$ cat config.mk
export PLATFORM = sky130hd
export DESIGN_NAME = reader_spi_slave_flat
export DESIGN_NICKNAME = d
export VERILOG_FILES = /design/src/design/spi_link_pkg.sv /design/src/design/spi_link_if.sv /design/src/design/reader_spi_slave.sv /design/src/flat_wrapper.sv
export VERILOG_INCLUDE_DIRS = /design/src /design/src/design
export SDC_FILE = /design/constraint.sdc
export NUM_CORES = 1
export LEC_CHECK = 0
export ABC_AREA = 1
export BUFFER_PORTS_ARGS = -buffer_cell sky130_fd_sc_hd__buf_2
export CAP_MARGIN = 20
export CORE_MARGIN = 1
export CORE_UTILIZATION = 55
export CTS_CLUSTER_DIAMETER = 200
export CTS_CLUSTER_SIZE = 25
export DETAILED_ROUTE_END_ITERATION = 12
export PLACE_DENSITY = 0.77
export SLEW_MARGIN = 0
export SYNTH_ARGS = -nofsm -noshare
export SYNTH_HDL_FRONTEND = slang
export SYNTH_SLANG_ARGS = --single-unit
export TNS_END_PERCENT = 100
$ cat constraint.sdc
create_clock -name sys_clk_i -period 3.7 [get_ports sys_clk_i]
set_clock_uncertainty 0.1 [all_clocks]
set_input_delay 0.74 -clock sys_clk_i [delete_from_list [all_inputs] [get_ports sys_clk_i]]
set_output_delay 0.74 -clock sys_clk_i [all_outputs]
set_load 0.01 [all_outputs]
$ cat src/design/spi_link_cfg.svh
// Constants shared by both ends of the host serial link
`ifndef SPI_LINK_CFG_SVH
`define SPI_LINK_CFG_SVH

// System clock period in ns
`define SPI_CLK_PERIOD_NS 10
// Least half period of the serial clock in ns
`define SPI_SCK_HALF_NS 40
// Half period in system cycles, rounded up
`define SPI_SCK_HALF_CYC ((`SPI_SCK_HALF_NS + `SPI_CLK_PERIOD_NS - 1) / `SPI_CLK_PERIOD_NS)
// Bits in one serial word
`define SPI_WORD_BITS 8
// Index of the last bit of a word
`define SPI_LAST_BIT 3'h7
// Byte sent by the reader when it has nothing to say
`define SPI_FILL_BYTE 8'h00
// Depth of the command buffer in the reader
`define SPI_BUF_DEPTH 2

`endif

$ cat src/design/spi_link_pkg.sv
// Types and helpers shared by both ends of the host serial link
package spi_link_pkg;

  // Host sequencer states
  typedef enum logic [2:0] {
    H_IDLE,
    H_LEAD,
    H_HIGH,
    H_LOW,
    H_WAIT,
    H_GAP
  } host_state_t;

  // One received command byte with its start-of-message mark
  typedef struct packed {
    logic first;
    logic [7:0] data;
  } cmd_word_t;

  // Shift a word one place towards its top bit
  function automatic logic [7:0] shift_up(input logic [7:0] w, input logic b);
    return {w[6:0], b};
  endfunction : shift_up

endpackage : spi_link_pkg

$ cat src/design/spi_link_if.sv
// Wires between the host end and the reader end of the serial link
`timescale 1ns/100ps
interface spi_link_if;
  logic sclk;
  logic cs_n;
  logic mosi;
  logic boot_sel_n;
  logic dev_miso;
  logic dev_miso_oe;
  logic miso;

  // Line level seen by the host; reads low while the reader is off the line
  assign miso = dev_miso_oe ? dev_miso : 1'b0;

  modport dev (
    input sclk,
    input cs_n,
    input mosi,
    input boot_sel_n,
    output dev_miso,
    output dev_miso_oe
  );

  modport host (
    output sclk,
    output cs_n,
    output mosi,
    output boot_sel_n,
    input miso
  );
endinterface : spi_link_if

$ cat src/design/reader_spi_slave.sv
// Reader end of the host serial link: slave shifter, command buffer, framing
// Notes on behaviour
// - Reader is slave; host drives clock, select
// - Words are eight bits, top bit first
// - Multi-byte values travel top byte first
// - Host keeps serial clock low when idle
// - Drive on rising edge, sample on falling
// - Host message opens with one identifier byte
// - Reader reply opens with one response code
// - Some commands get no reply at all
// - Boot line low at reset selects update
`timescale 1ns/100ps
`include "spi_link_cfg.svh"
module reader_spi_slave (
  input wire logic sys_clk_i,
  input wire logic nrst_i,
  spi_link_if.dev link,
  output logic [7:0] cmd_data_o,
  output logic cmd_first_o,
  output logic cmd_valid_o,
  input wire logic cmd_ready_i,
  output logic msg_end_o,
  input wire logic [7:0] rsp_data_i,
  input wire logic rsp_valid_i,
  output logic rsp_ready_o,
  output logic overrun_o,
  output logic boot_update_o
);

  // Serial shifter state
  logic sclk_prev_r, sclk_prev_nxt;
  logic active_r, active_nxt;
  logic first_r, first_nxt;
  logic [2:0] bit_cnt_r, bit_cnt_nxt;
  logic [7:0] rx_shift_r, rx_shift_nxt;
  logic [7:0] tx_shift_r, tx_shift_nxt;
  logic miso_r, miso_nxt;
  logic msg_end_r, msg_end_nxt;
  logic overrun_r, overrun_nxt;

  // Command buffer state
  spi_link_pkg::cmd_word_t mem_r [`SPI_BUF_DEPTH];
  spi_link_pkg::cmd_word_t mem_nxt [`SPI_BUF_DEPTH];
  logic wr_ptr_r, wr_ptr_nxt;
  logic rd_ptr_r, rd_ptr_nxt;
  logic [1:0] count_r, count_nxt;

  // Boot strap state
  logic boot_done_r, boot_done_nxt;
  logic boot_upd_r, boot_upd_nxt;

  // Edges of the host clock, seen only while selected
  logic rise;
  logic fall;
  logic selected;
  logic push;
  logic pop;
  logic buf_ready;
  spi_link_pkg::cmd_word_t push_word;

  // Select and clock edge decode; the clock idles low between frames
  assign selected = !link.cs_n;
  assign rise = selected && link.sclk && !sclk_prev_r;
  assign fall = selected && !link.sclk && sclk_prev_r;

  // Buffer handshake terms
  assign buf_ready = (count_r != 2'(`SPI_BUF_DEPTH));
  assign pop = cmd_valid_o && cmd_ready_i;

  // A reply byte is taken at the first rising edge of each word
  assign rsp_ready_o = rise && (bit_cnt_r == 3'h0);

  // Next state of the serial shifter
  always_comb begin
    sclk_prev_nxt = link.sclk;
    active_nxt = active_r;
    first_nxt = first_r;
    bit_cnt_nxt = bit_cnt_r;
    rx_shift_nxt = rx_shift_r;
    tx_shift_nxt = tx_shift_r;
    miso_nxt = miso_r;
    msg_end_nxt = 1'b0;
    overrun_nxt = overrun_r;
    push = 1'b0;
    push_word.first = first_r;
    push_word.data = spi_link_pkg::shift_up(rx_shift_r, link.mosi);
    if (!selected) begin
      // Select released: message closed, next byte is an identifier
      bit_cnt_nxt = 3'h0;
      first_nxt = 1'b1;
      active_nxt = 1'b0;
      msg_end_nxt = active_r;
    end else begin
      if (!active_r) begin
        // New message opens with a clean error flag
        overrun_nxt = 1'b0;
      end
      active_nxt = 1'b1;
      if (rise) begin
        if (bit_cnt_r == 3'h0) begin
          if (rsp_valid_i) begin
            // Reply byte, top bit first
            miso_nxt = rsp_data_i[7];
            tx_shift_nxt = spi_link_pkg::shift_up(rsp_data_i, 1'b0);
          end else begin
            // No reply pending: fill byte goes out instead
            miso_nxt = 1'(`SPI_FILL_BYTE >> 7);
            tx_shift_nxt = spi_link_pkg::shift_up(`SPI_FILL_BYTE, 1'b0);
          end
        end else begin
          miso_nxt = tx_shift_r[7];
          tx_shift_nxt = spi_link_pkg::shift_up(tx_shift_r, 1'b0);
        end
      end
      if (fall) begin
        rx_shift_nxt = spi_link_pkg::shift_up(rx_shift_r, link.mosi);
        bit_cnt_nxt = bit_cnt_r + 3'h1;
        if (bit_cnt_r == `SPI_LAST_BIT) begin
          // Eight bits in: hand the word to the buffer, or flag overrun and drop it when the buffer is full
          first_nxt = 1'b0;
          if (buf_ready) begin
            push = 1'b1;
          end else begin
            overrun_nxt = 1'b1;
          end
        end
      end
    end
  end

  // Register the serial shifter
  always_ff @(posedge sys_clk_i or negedge nrst_i) begin
    if (!nrst_i) begin
      sclk_prev_r <= 1'b0;
      active_r <= 1'b0;
      first_r <= 1'b1;
      bit_cnt_r <= 3'h0;
      rx_shift_r <= 8'h00;
      tx_shift_r <= 8'h00;
      miso_r <= 1'b0;
      msg_end_r <= 1'b0;
      overrun_r <= 1'b0;
    end else begin
      sclk_prev_r <= sclk_prev_nxt;
      active_r <= active_nxt;
      first_r <= first_nxt;
      bit_cnt_r <= bit_cnt_nxt;
      rx_shift_r <= rx_shift_nxt;
      tx_shift_r <= tx_shift_nxt;
      miso_r <= miso_nxt;
      msg_end_r <= msg_end_nxt;
      overrun_r <= overrun_nxt;
    end
  end

  // Next state of the two-entry command buffer
  always_comb begin
    mem_nxt = mem_r;
    wr_ptr_nxt = wr_ptr_r;
    rd_ptr_nxt = rd_ptr_r;
    count_nxt = count_r;
    if (push) begin
      mem_nxt[wr_ptr_r] = push_word;
      wr_ptr_nxt = !wr_ptr_r;
    end
    if (pop) begin
      rd_ptr_nxt = !rd_ptr_r;
    end
    case ({push, pop})
      2'b10: count_nxt = count_r + 2'h1;
      2'b01: count_nxt = count_r - 2'h1;
      default: count_nxt = count_r;
    endcase
  end

  // Register the command buffer
  always_ff @(posedge sys_clk_i or negedge nrst_i) begin
    if (!nrst_i) begin
      mem_r[0] <= '0;
      mem_r[1] <= '0;
      wr_ptr_r <= 1'b0;
      rd_ptr_r <= 1'b0;
      count_r <= 2'h0;
    end else begin
      mem_r <= mem_nxt;
      wr_ptr_r <= wr_ptr_nxt;
      rd_ptr_r <= rd_ptr_nxt;
      count_r <= count_nxt;
    end
  end

  // Catch the boot line once, in the first cycle after reset release
  always_comb begin
    boot_done_nxt = 1'b1;
    boot_upd_nxt = boot_upd_r;
    if (!boot_done_r) begin
      boot_upd_nxt = !link.boot_sel_n;
    end
  end

  // Register the boot strap
  always_ff @(posedge sys_clk_i or negedge nrst_i) begin
    if (!nrst_i) begin
      boot_done_r <= 1'b0;
      boot_upd_r <= 1'b0;
    end else begin
      boot_done_r <= boot_done_nxt;
      boot_upd_r <= boot_upd_nxt;
    end
  end

  // Outputs; the data line is driven only while selected
  assign link.dev_miso = miso_r;
  assign link.dev_miso_oe = selected;
  assign cmd_valid_o = (count_r != 2'h0);
  assign cmd_data_o = mem_r[rd_ptr_r].data;
  assign cmd_first_o = mem_r[rd_ptr_r].first;
  assign msg_end_o = msg_end_r;
  assign overrun_o = overrun_r;
  assign boot_update_o = boot_upd_r;

endmodule : reader_spi_slave

$ cat src/flat_wrapper.sv
// flat-port wrapper written by rule: the top's interface ports become plain ports
module reader_spi_slave_flat 
  (sys_clk_i, nrst_i, cmd_data_o, cmd_first_o, cmd_valid_o, cmd_ready_i, msg_end_o, rsp_data_i, rsp_valid_i, rsp_ready_o, overrun_o, boot_update_o, link_sclk, link_cs_n, link_mosi, link_boot_sel_n, link_dev_miso, link_dev_miso_oe);
  spi_link_if link_i ();
  input wire logic sys_clk_i;
  input wire logic nrst_i;
  output logic [7:0] cmd_data_o;
  output logic cmd_first_o;
  output logic cmd_valid_o;
  input wire logic cmd_ready_i;
  output logic msg_end_o;
  input wire logic [7:0] rsp_data_i;
  input wire logic rsp_valid_i;
  output logic rsp_ready_o;
  output logic overrun_o;
  output logic boot_update_o;
  input wire logic [$bits(link_i.sclk)-1:0] link_sclk;
  input wire logic [$bits(link_i.cs_n)-1:0] link_cs_n;
  input wire logic [$bits(link_i.mosi)-1:0] link_mosi;
  input wire logic [$bits(link_i.boot_sel_n)-1:0] link_boot_sel_n;
  output wire logic [$bits(link_i.dev_miso)-1:0] link_dev_miso;
  output wire logic [$bits(link_i.dev_miso_oe)-1:0] link_dev_miso_oe;
  assign link_i.sclk = link_sclk;
  assign link_i.cs_n = link_cs_n;
  assign link_i.mosi = link_mosi;
  assign link_i.boot_sel_n = link_boot_sel_n;
  assign link_dev_miso = link_i.dev_miso;
  assign link_dev_miso_oe = link_i.dev_miso_oe;
  reader_spi_slave u_core (.sys_clk_i(sys_clk_i), .nrst_i(nrst_i), .link(link_i), .cmd_data_o(cmd_data_o), .cmd_first_o(cmd_first_o), .cmd_valid_o(cmd_valid_o), .cmd_ready_i(cmd_ready_i), .msg_end_o(msg_end_o), .rsp_data_i(rsp_data_i), .rsp_valid_i(rsp_valid_i), .rsp_ready_o(rsp_ready_o), .overrun_o(overrun_o), .boot_update_o(boot_update_o));
endmodule
==> load_flow_metrics.sql, run 1 <==
INSERT INTO impl_metrics (metric_group, metric, value, unit) VALUES
('cts', 'cts-buffers-inserted', '5', ''),
('detailed_routing', 'first_pass_iters', '5', ''),
('sta', 'timing_worst_slew_pin_value', '0.564', 'ns'),
('sta', 'rsz0062_at_grt', 'no', ''),
('cells_and_area', 'layout-area-overhead-vs-synth', '12.9', '%'),
('critical_path', 'worstSetupPathType', 'input port to output pin', ''),
('sta', 'maxSlewHeadroom', '62.4', '%'),
('logic_synthesis', 'yosys_most_used_dff', 'sky130_fd_sc_hd__dfrtp_1', ''),
('run', 'max_cap_viol_count', '0', ''),
('detailed_routing', 'first_iter_violations', '73', ''),
('cells_and_area', 'post_route_cells_drive_above_1_share', '16.4', '%'),
('detailed_routing', 'detailroute.via_count', '1643', ''),
('floorplan', 'die_w', '64.4', 'um'),
('logic_synthesis', 'yosysMostFrequentCell', 'sky130_fd_sc_hd__nand2_1', ''),
('logic_synthesis', 'postSynthNetCount', '274', ''),
('floorplan', 'core', '3690', 'um2'),
('cts', 'tritoncts_num_sinks', '47', ''),
('logic_synthesis', 'netlist.area_leader.share', '53.7', '%'),
('cells_and_area', 'final_core_utilization', '65.6', '%'),
('placement', 'gp_congestion', '0.768', ''),
('sta', 'min_period_over_period', '67.9', '%'),
('run_status', 'outcome', 'complete, no violations', ''),
('placement', 'detailedPlacementHpwl', '2670', 'um'),
('cells_and_area', 'nNetsFinal', '307', ''),
('sta', 'fin_tns_setup', '0', 'ns'),
('logic_synthesis', 'synth_simple_gate_area_share', '29.9', '%'),
('sta', 'finalHoldWorstSlack', '0.335', 'ns'),
('logic_synthesis', 'yosys_register_bits', '47', ''),
('min_path', 'worst_hold_path_type', 'input port to async pin', ''),
('logic_synthesis', 'synth.area.mux_share', '0', '%'),
('global_route', 'grt_max_degree', '48', ''),
('critical_path', 'type_of_element_capturing_the_critical_path', 'output pin', ''),
('sta', 'timing.fmax', '398', 'MHz'),
('floorplan', 'num_io_pins', '32', ''),
('sta', 'final_max_slew_viol_count', '0', ''),
('cts', 'post_cts_resize_count', '0', ''),
('floorplan', 'initial_utilization', '58.1', '%'),
('sta', 'setup_viol', '0', ''),
('logic_synthesis', 'post_synth_num_cell_types', '28', ''),
('detailed_routing', 'drt_drc_violations_left', '0', ''),
('logic_synthesis', 'synthAdderAreaFrac', '2.34', '%'),
('critical_path', 'critical_path.max_stage_delay', '0.28', 'ns'),
('placement', 'placement.io_buffers', '31', ''),
('cts', 'cts_root_buf', 'sky130_fd_sc_hd__clkbuf_8', ''),
('critical_path', 'crit_arrival', '1.67', 'ns'),
('global_route', 'antenna_found_initial', '0', ''),
('floorplan', 'dieArea', '4150', 'um2'),
('logic_synthesis', 'synth_xor_xnor_area_share', '1.23', '%'),
('critical_path', 'worstSetupStartpointType', 'input port', ''),
('critical_path', 'cp_max_fo', '10', ''),
('critical_path', 'cp_slowest_cell', 'sky130_fd_sc_hd__nor3_4', ''),
('logic_synthesis', 'combinational_family_with_the_most_area_after_synthesis', 'simple AND/OR/NAND/NOR gates', ''),
('critical_path', 'reg2reg_to', 'u_core.count_r[1]$_DFFE_PN0P_', ''),
('global_route', 'globalRouteTotalUtil', '21.9', '%'),
('sta', 'timing.final.hold_violations', '0', ''),
('logic_synthesis', 'area_fraction_in_compound_gates_after_synthesis', '5.96', '%'),
('cts', 'ctsHtreeMaxLevel', '2', ''),
('logic_synthesis', 'yosys-top-cells-count', 'sky130_fd_sc_hd__nand2_1, sky130_fd_sc_hd__dfrtp_1, sky130_fd_sc_hd__nand3_1', ''),
('logic_synthesis', 'seq_area_frac_synth', '55.0', '%'),
('cts', 'cts.hold.buffers_added', '0', ''),
('logic_synthesis', 'synth_top_cell_by_area', 'sky130_fd_sc_hd__dfrtp_1', ''),
('floorplan', 'rows', '22', ''),
('critical_path', 'crit_path_cell_trace', 'buf_2 -> inv_1 -> nor3_4 -> inv_1 -> nor2_1 -> buf_2', ''),
('global_route', 'grt_remaining_overflow', '0', ''),
('cts', 'cts_setup_buffers', '0', ''),
('detailed_routing', 'drtAntennaViolNets', '0', ''),
('global_route', 'grt_pass1_vias', '1590', ''),
('power_and_ir_drop', 'pwr_density_cell', '446', 'nW/um2'),
('critical_path', 'r2r.worst_path.cells', '9', ''),
('critical_path', 'rr_startpoint', 'u_core.bit_cnt_r[1]$_DFFE_PN0P_', ''),
('cells_and_area', 'n_antenna_cell', '0', '');
per-stage QoR:
stage               cells  setup WS [ns]  instance area, um2  power (uW)
CTS                   333           1.18                2390        1090
global route          334           1.04                2420        1150
detailed placement    327           1.19                2320         814
floorplan             254           1.45                2140         747
finish                334           1.19                2420        1080
global placement      327           1.19                2320         807
where the power goes:
part / leakage (uW) / total, uW / internal [uW] / switching (uW)
Clock: 0.0000371 / 273 / 126 / 147
Sequential: 0.000622 / 626 / 568 / 58.3
Combinational: 0.000684 / 180 / 67.8 / 112
worst max path at each step:
stage               startpoint           to  slack, ns  cells after the start
finish               link_sclk  rsp_ready_o       1.19                      6
global placement     link_cs_n  rsp_ready_o       1.19                      5
floorplan            link_sclk  rsp_ready_o       1.45                      4
global route         link_sclk  rsp_ready_o       1.04                      6
detailed placement   link_sclk  rsp_ready_o       1.19                      6
CTS                  link_sclk  rsp_ready_o       1.18                      6
area by class of cell:
class | instances | area (um2)
Sequential cell | 47 | 1180
Fill cell | 356 | 1270
Timing Repair Buffer | 32 | 183
Inverter | 20 | 77.6
Multi-Input combinational cell | 181 | 848
Clock buffer | 6 | 72.6
Tap cell | 48 | 60.1
cells by family (layout without fill, tap and decap cells):
kind of cell             after synthesis  in the layout
AND/OR/NAND/NOR                      148            148
flip-flops                            47             47
buffers and inverters                 26             58
AO/OA/AOI/OAI                         25             25
adder cells (fa/ha/maj)                4              4
XOR/XNOR                               3              3
other                                  1              1
routing by layer:
metal	share of wire, %	vias up	routed length (um)	track usage (%)
met1	46	747	1750	28.2
met5	0	-	0	0
li1	-	861	-	-
met2	50	33	1920	37.0
met3	3.7	2	143	5.36
met4	0.21	0	8	5.28
cells in the final DEF (no fill, tap or decap), drive strengths merged:
cell	n
a21boi	1
a21oi	6
buf	32
clkbuf	6
clkinv	1
conb	1
dfrtp	46
dfstp	1
ha	4
inv	19
nand2	120
nand3	23
nor2	3
nor3	1
o21ai	18
or2	1
xnor2	1
xor2	2
sequential cells by signal, summed over array words and instances (netlist names):
register and count:
u_core.mem_r 18, u_core.rx_shift_r 7, u_core.tx_shift_r 7, u_core.bit_cnt_r 3, u_core.count_r 2, u_core.active_r 1, u_core.boot_done_r 1, u_core.boot_update_o 1
u_core.first_r 1, u_core.link.dev_miso 1, u_core.msg_end_o 1, u_core.overrun_o 1, u_core.rd_ptr_r 1, u_core.sclk_prev_r 1, u_core.wr_ptr_r 1
critical path, delay by kind of cell:
kind | cells | cell delay [ns]
buf+inv | 4 | 0.55
simple gates | 2 | 0.39
Power figures use the tool's default switching activity.
==> run 2, diff against run 1 <==
--- a/config.mk
+++ b/config.mk
@@ -6,15 +6,15 @@
 export SDC_FILE = /design/constraint.sdc
 export NUM_CORES = 1
 export LEC_CHECK = 0
-export ABC_AREA = 1
+export ABC_AREA = 0
 export BUFFER_PORTS_ARGS = -buffer_cell sky130_fd_sc_hd__buf_2
 export CAP_MARGIN = 20
 export CORE_MARGIN = 1
-export CORE_UTILIZATION = 55
+export CORE_UTILIZATION = 50
 export CTS_CLUSTER_DIAMETER = 200
 export CTS_CLUSTER_SIZE = 25
 export DETAILED_ROUTE_END_ITERATION = 12
-export PLACE_DENSITY = 0.77
+export PLACE_DENSITY = 0.74
 export SLEW_MARGIN = 0
 export SYNTH_ARGS = -nofsm -noshare
 export SYNTH_HDL_FRONTEND = slang
==> constraint.sdc (replaced) <==
create_clock -name sys_clk_i -period 2.2 [get_ports sys_clk_i]
set_clock_uncertainty 0.1 [all_clocks]
set_input_delay 0.44 -clock sys_clk_i [delete_from_list [all_inputs] [get_ports sys_clk_i]]
set_output_delay 0.44 -clock sys_clk_i [all_outputs]
set_load 0.01 [all_outputs]
==> run 2 against run 1 <==
Compared with the run above:
- area after synthesis is 1.7% lower
- final cell count shrank 26%
- clock-buffer cell count grew 2
- worst setup slack got worse by 1.0 ns
- first-iteration DRC count decreased by 42%
- critical path depth decreased by 4
- sequential share of layout area up 0.076 points
- power grew 80%
- non-clock buffer count increased by 5
- register-to-register slack lost 1.4 ns
- combinational power increased by 84%
- critical path type is now register to output pin
- core utilization shrank 5.6 points
==> load_flow_metrics.sql, run 2 <==
INSERT INTO impl_metrics (metric_group, metric, value, unit) VALUES
('min_path', 'worst_hold_path_type', 'input port to async pin', ''),
('critical_path', 'type_of_element_capturing_the_critical_path', 'output pin', ''),
('sta', 'postLayoutSetupSlackWorst', '0.176', 'ns'),
('placement', 'placement.io_buffers', '31', ''),
('critical_path', 'worstSetupPathType', 'register to output pin', ''),
('cells_and_area', 'final_common_cell', 'sky130_fd_sc_hd__dfrtp_1', ''),
('logic_synthesis', 'synth-edff-count', '0', ''),
('logic_synthesis', 'combinational_family_with_the_most_area_after_synthesis', 'multiplexers', ''),
('logic_synthesis', 'synth_top_cell_by_area', 'sky130_fd_sc_hd__dfrtp_1', ''),
('logic_synthesis', 'synth_simple_gate_area_share', '12.4', '%'),
('cells_and_area', 'largest_register_ff_count', '18', ''),
('placement', 'post_dp_cell_area', '2330', 'um2'),
('logic_synthesis', 'yosys_most_used_dff', 'sky130_fd_sc_hd__dfrtp_1', ''),
('detailed_routing', 'detailroute.via_count', '1355', ''),
('logic_synthesis', 'yosysMostFrequentCell', 'sky130_fd_sc_hd__dfrtp_1', ''),
('sta', 'setup_viol', '0', ''),
('cts', 'ctsHtreeMaxLevel', '2', ''),
('power_and_ir_drop', 'pwr_density_cell', '805', 'nW/um2'),
('sta', 'period_needed', '2.02', 'ns'),
('cts', 'clock_tree_from_tritoncts', 'yes', ''),
('cts', 'clkSlewWorstSetupHoldPaths', '0.08', 'ns'),
('critical_path', 'worstSetupStartpointType', 'register', ''),
('logic_synthesis', 'yosys_register_bits', '47', ''),
('cells_and_area', 'reg_top3', 'u_core.mem_r x18, u_core.rx_shift_r x7, u_core.tx_shift_r x7', ''),
('detailed_routing', 'detail_route.wl_per_cell', '16.2', 'um'),
('global_route', 'grt_max_degree', '27', ''),
('logic_synthesis', 'seq_area_frac_synth', '55.9', '%'),
('cells_and_area', 'n_antenna_cell', '0', ''),
('global_route', 'grt_pass1_vias', '1381', ''),
('global_route', 'grt_remaining_overflow', '0', ''),
('cts', 'clock_latency', '0.30', 'ns'),
('logic_synthesis', 'yosysWarnings', '0', ''),
('logic_synthesis', 'yosys-top-cells-count', 'sky130_fd_sc_hd__dfrtp_1, sky130_fd_sc_hd__mux2_2, sky130_fd_sc_hd__nand2_1', ''),
('logic_synthesis', 'synth_xor_xnor_area_share', '2.50', '%'),
('critical_path', 'critical_path.max_stage_delay', '0.64', 'ns'),
('floorplan', 'die_w', '66.9', 'um'),
('cts', 'tritoncts_num_sinks', '47', ''),
('sta', 'timing.final.hold_violations', '0', ''),
('cells_and_area', 'layout.cells.most_common_list', 'sky130_fd_sc_hd__dfrtp_1, sky130_fd_sc_hd__buf_2, sky130_fd_sc_hd__mux2_2', ''),
('critical_path', 'crit_required', '1.66', 'ns'),
('global_route', 'antenna_found_initial', '0', ''),
('sta', 'maxSlewHeadroom', '64.6', '%'),
('logic_synthesis', 'syn-cell-area', '2110', 'um2'),
('logic_synthesis', 'post_synth.cell_area_avg', '13.1', 'um2'),
('critical_path', 'cp_slowest_cell', 'sky130_fd_sc_hd__dfrtp_1', ''),
('cells_and_area', 'top_register', 'u_core.mem_r', ''),
('detailed_routing', 'drtAntennaViolNets', '0', ''),
('global_route', 'globalRouteTotalUtil', '20.9', '%'),
('logic_synthesis', 'synthCells', '161', ''),
('logic_synthesis', 'area_fraction_in_compound_gates_after_synthesis', '3.57', '%'),
('detailed_routing', 'wirelength', '4010', 'um'),
('floorplan', 'die_height', '66.9', 'um'),
('sta', 'timing_worst_slew_pin_value', '0.530', 'ns'),
('detailed_routing', 'post_drt_via_cell_ratio', '5.46', ''),
('critical_path', 'r2r.worst_path.cells', '5', ''),
('power_and_ir_drop', 'irDropWorstVdd', '0.000492', 'V'),
('run_status', 'outcome', 'complete, no violations', ''),
('power_and_ir_drop', 'leakage', '0.00119', 'uW'),
('detailed_routing', 'first_pass_iters', '4', ''),
('logic_synthesis', 'synthAdderAreaFrac', '2.38', '%'),
('floorplan', 'core', '4030', 'um2'),
('logic_synthesis', 'synth.area.mux_share', '20.3', '%'),
('logic_synthesis', 'synth.top_cells.by_area', 'sky130_fd_sc_hd__dfrtp_1, sky130_fd_sc_hd__mux2_2, sky130_fd_sc_hd__mux2_4, sky130_fd_sc_hd__nand4b_1, sky130_fd_sc_hd__nand2_1', ''),
('sta', 'timing.fmax', '494', 'MHz'),
('logic_synthesis', 'postSynthNetCount', '181', ''),
('logic_synthesis', 'async_reset_ff_share', '100', '%'),
('floorplan', 'dieArea', '4470', 'um2'),
('global_route', 'grt_pass1_wl', '6630', 'um'),
('run', 'max_cap_viol_count', '0', ''),
('cts', 'cts_root_buf', 'sky130_fd_sc_hd__clkbuf_8', ''),
('placement', 'gp_congestion', '0.713', ''),
('critical_path', 'crit_path_cell_trace', 'mux2_2 -> buf_2', ''),
('cts', 'cts_max_path_buffers', '2', ''),
('sta', 'min_period_over_period', '92.0', '%'),
('power_and_ir_drop', 'post-layout-total-power', '1940', 'uW'),
('sta', 'fin_tns_setup', '0', 'ns'),
('sta', 'final_max_slew_viol_count', '0', ''),
('floorplan', 'rows', '23', ''),
('floorplan', 'initial_utilization', '52.3', '%'),
('critical_path', 'cp_max_fo', '10', ''),
('cells_and_area', 'layout-area-overhead-vs-synth', '14.7', '%'),
('detailed_routing', 'drt_drc_violations_left', '0', ''),
('sta', 'rsz0062_at_grt', 'no', ''),
('logic_synthesis', 'post_synth_num_cell_types', '30', ''),
('cells_and_area', 'post_route_cells_drive_above_1_share', '42.4', '%'),
('placement', 'post_place_worst_slack', '0.0525', 'ns'),
('placement', 'detailedPlacementHpwl', '2780', 'um'),
('cts', 'cts-buffers-inserted', '5', ''),
('critical_path', 'crit_arrival', '1.48', 'ns'),
('cells_and_area', 'n_fill_cell', '332', ''),
('detailed_routing', 'first_iter_violations', '42', ''),
('floorplan', 'num_io_pins', '32', ''),
('cells_and_area', 'final_area', '2410', 'um2'),
('logic_synthesis', 'netlist.area_leader.share', '54.7', '%'),
('cts', 'cts_setup_buffers', '0', ''),
('cells_and_area', 'nNetsFinal', '217', ''),
('cells_and_area', 'final_core_utilization', '59.9', '%');
[run 2: cell types whose count changed in the layout (fill, tap and decap cells not counted), sizes merged, moves of 5 or more]
cell	change
a31oi	+7
nand3	-22
nand2	-105
mux2	+35
o21ai	-15
inv	-16
a21oi	-6
buf	+5
nand4b	+8
nor2	+7
[run 2: final timing paths]
kind	from	to	slack (ns)
max	u_core.rd_ptr_r$_DFFE_PN0P_	cmd_data_o[7]	0.18
min	nrst_i	u_core.msg_end_o$_DFF_PN0_	0.009
max reg2reg	u_core.bit_cnt_r[0]$_DFFE_PN0P_	u_core.mem_r[12]$_DFFE_PN0P_	0.19
min reg2reg	u_core.boot_done_r$_DFF_PN0_	u_core.boot_update_o$_DFFE_PN0N_	0.36
max in group asynchronous	nrst_i	u_core.first_r$_DFFE_PN1P_	1.41
min in group sys_clk_i	link_sclk	u_core.sclk_prev_r$_DFF_PN0_	0.19
[run 2: layer usage]
layer,vias up,global-route usage (%),part of all wire [%]
met5,-,0,0
met4,0,7.98,1.6
met3,7,5.65,3.7
met2,37,36.1,52
met1,687,24.6,43
li1,624,-,-
[run 2: timing repair]
action                     CTS  global route
setup endpoints to repair    0             9
hold buffers                 0             0
gates resized for setup      0             1
[run 2: worst max-delay path: cells and delay by family (launching register included)]
family | cells | cell delay [ns]
buffers and inverters | 1 | 0.14
DFF | 1 | 0.64
muxes | 1 | 0.40
[run 2: cell families after synthesis]
logic type,after synthesis
flip-flops,47
AND/OR/NAND/NOR,45
multiplexers,35
AO/OA/AOI/OAI,12
buffers and inverters,11
XOR/XNOR,6
adder cells (fa/ha/maj),4
other,1
[run 2: layout make-up]
type	instances	area, um2	share of cell area [%]
sequential	47	1180	48.8
multi-input combinational	103	871	36.1
timing repair buffer	37	213	8.81
clock buffer	8	80.1	3.32
tap	50	62.6	2.59
inverter	3	11.3	0.466
[run 2: power breakdown]
| part | leakage [uW] | internal [uW] | switching (uW) | total [uW] |
|---|---|---|---|---|
| sequential | 0.000606 | 983 | 134 | 1120 |
| combinational | 0.000543 | 184 | 148 | 332 |
| clock | 0.0000395 | 226 | 268 | 494 |
| total | 0.00119 | 1390 | 550 | 1940 |
[run 2: stage by stage]
stage	cells	hold slack [ns]
after CTS	248	0.0177
after detailed placement	240	0.344
after global placement	240	0.333
final	248	0.00941
after floorplan	161	0.0444
after global routing	248	0.0308
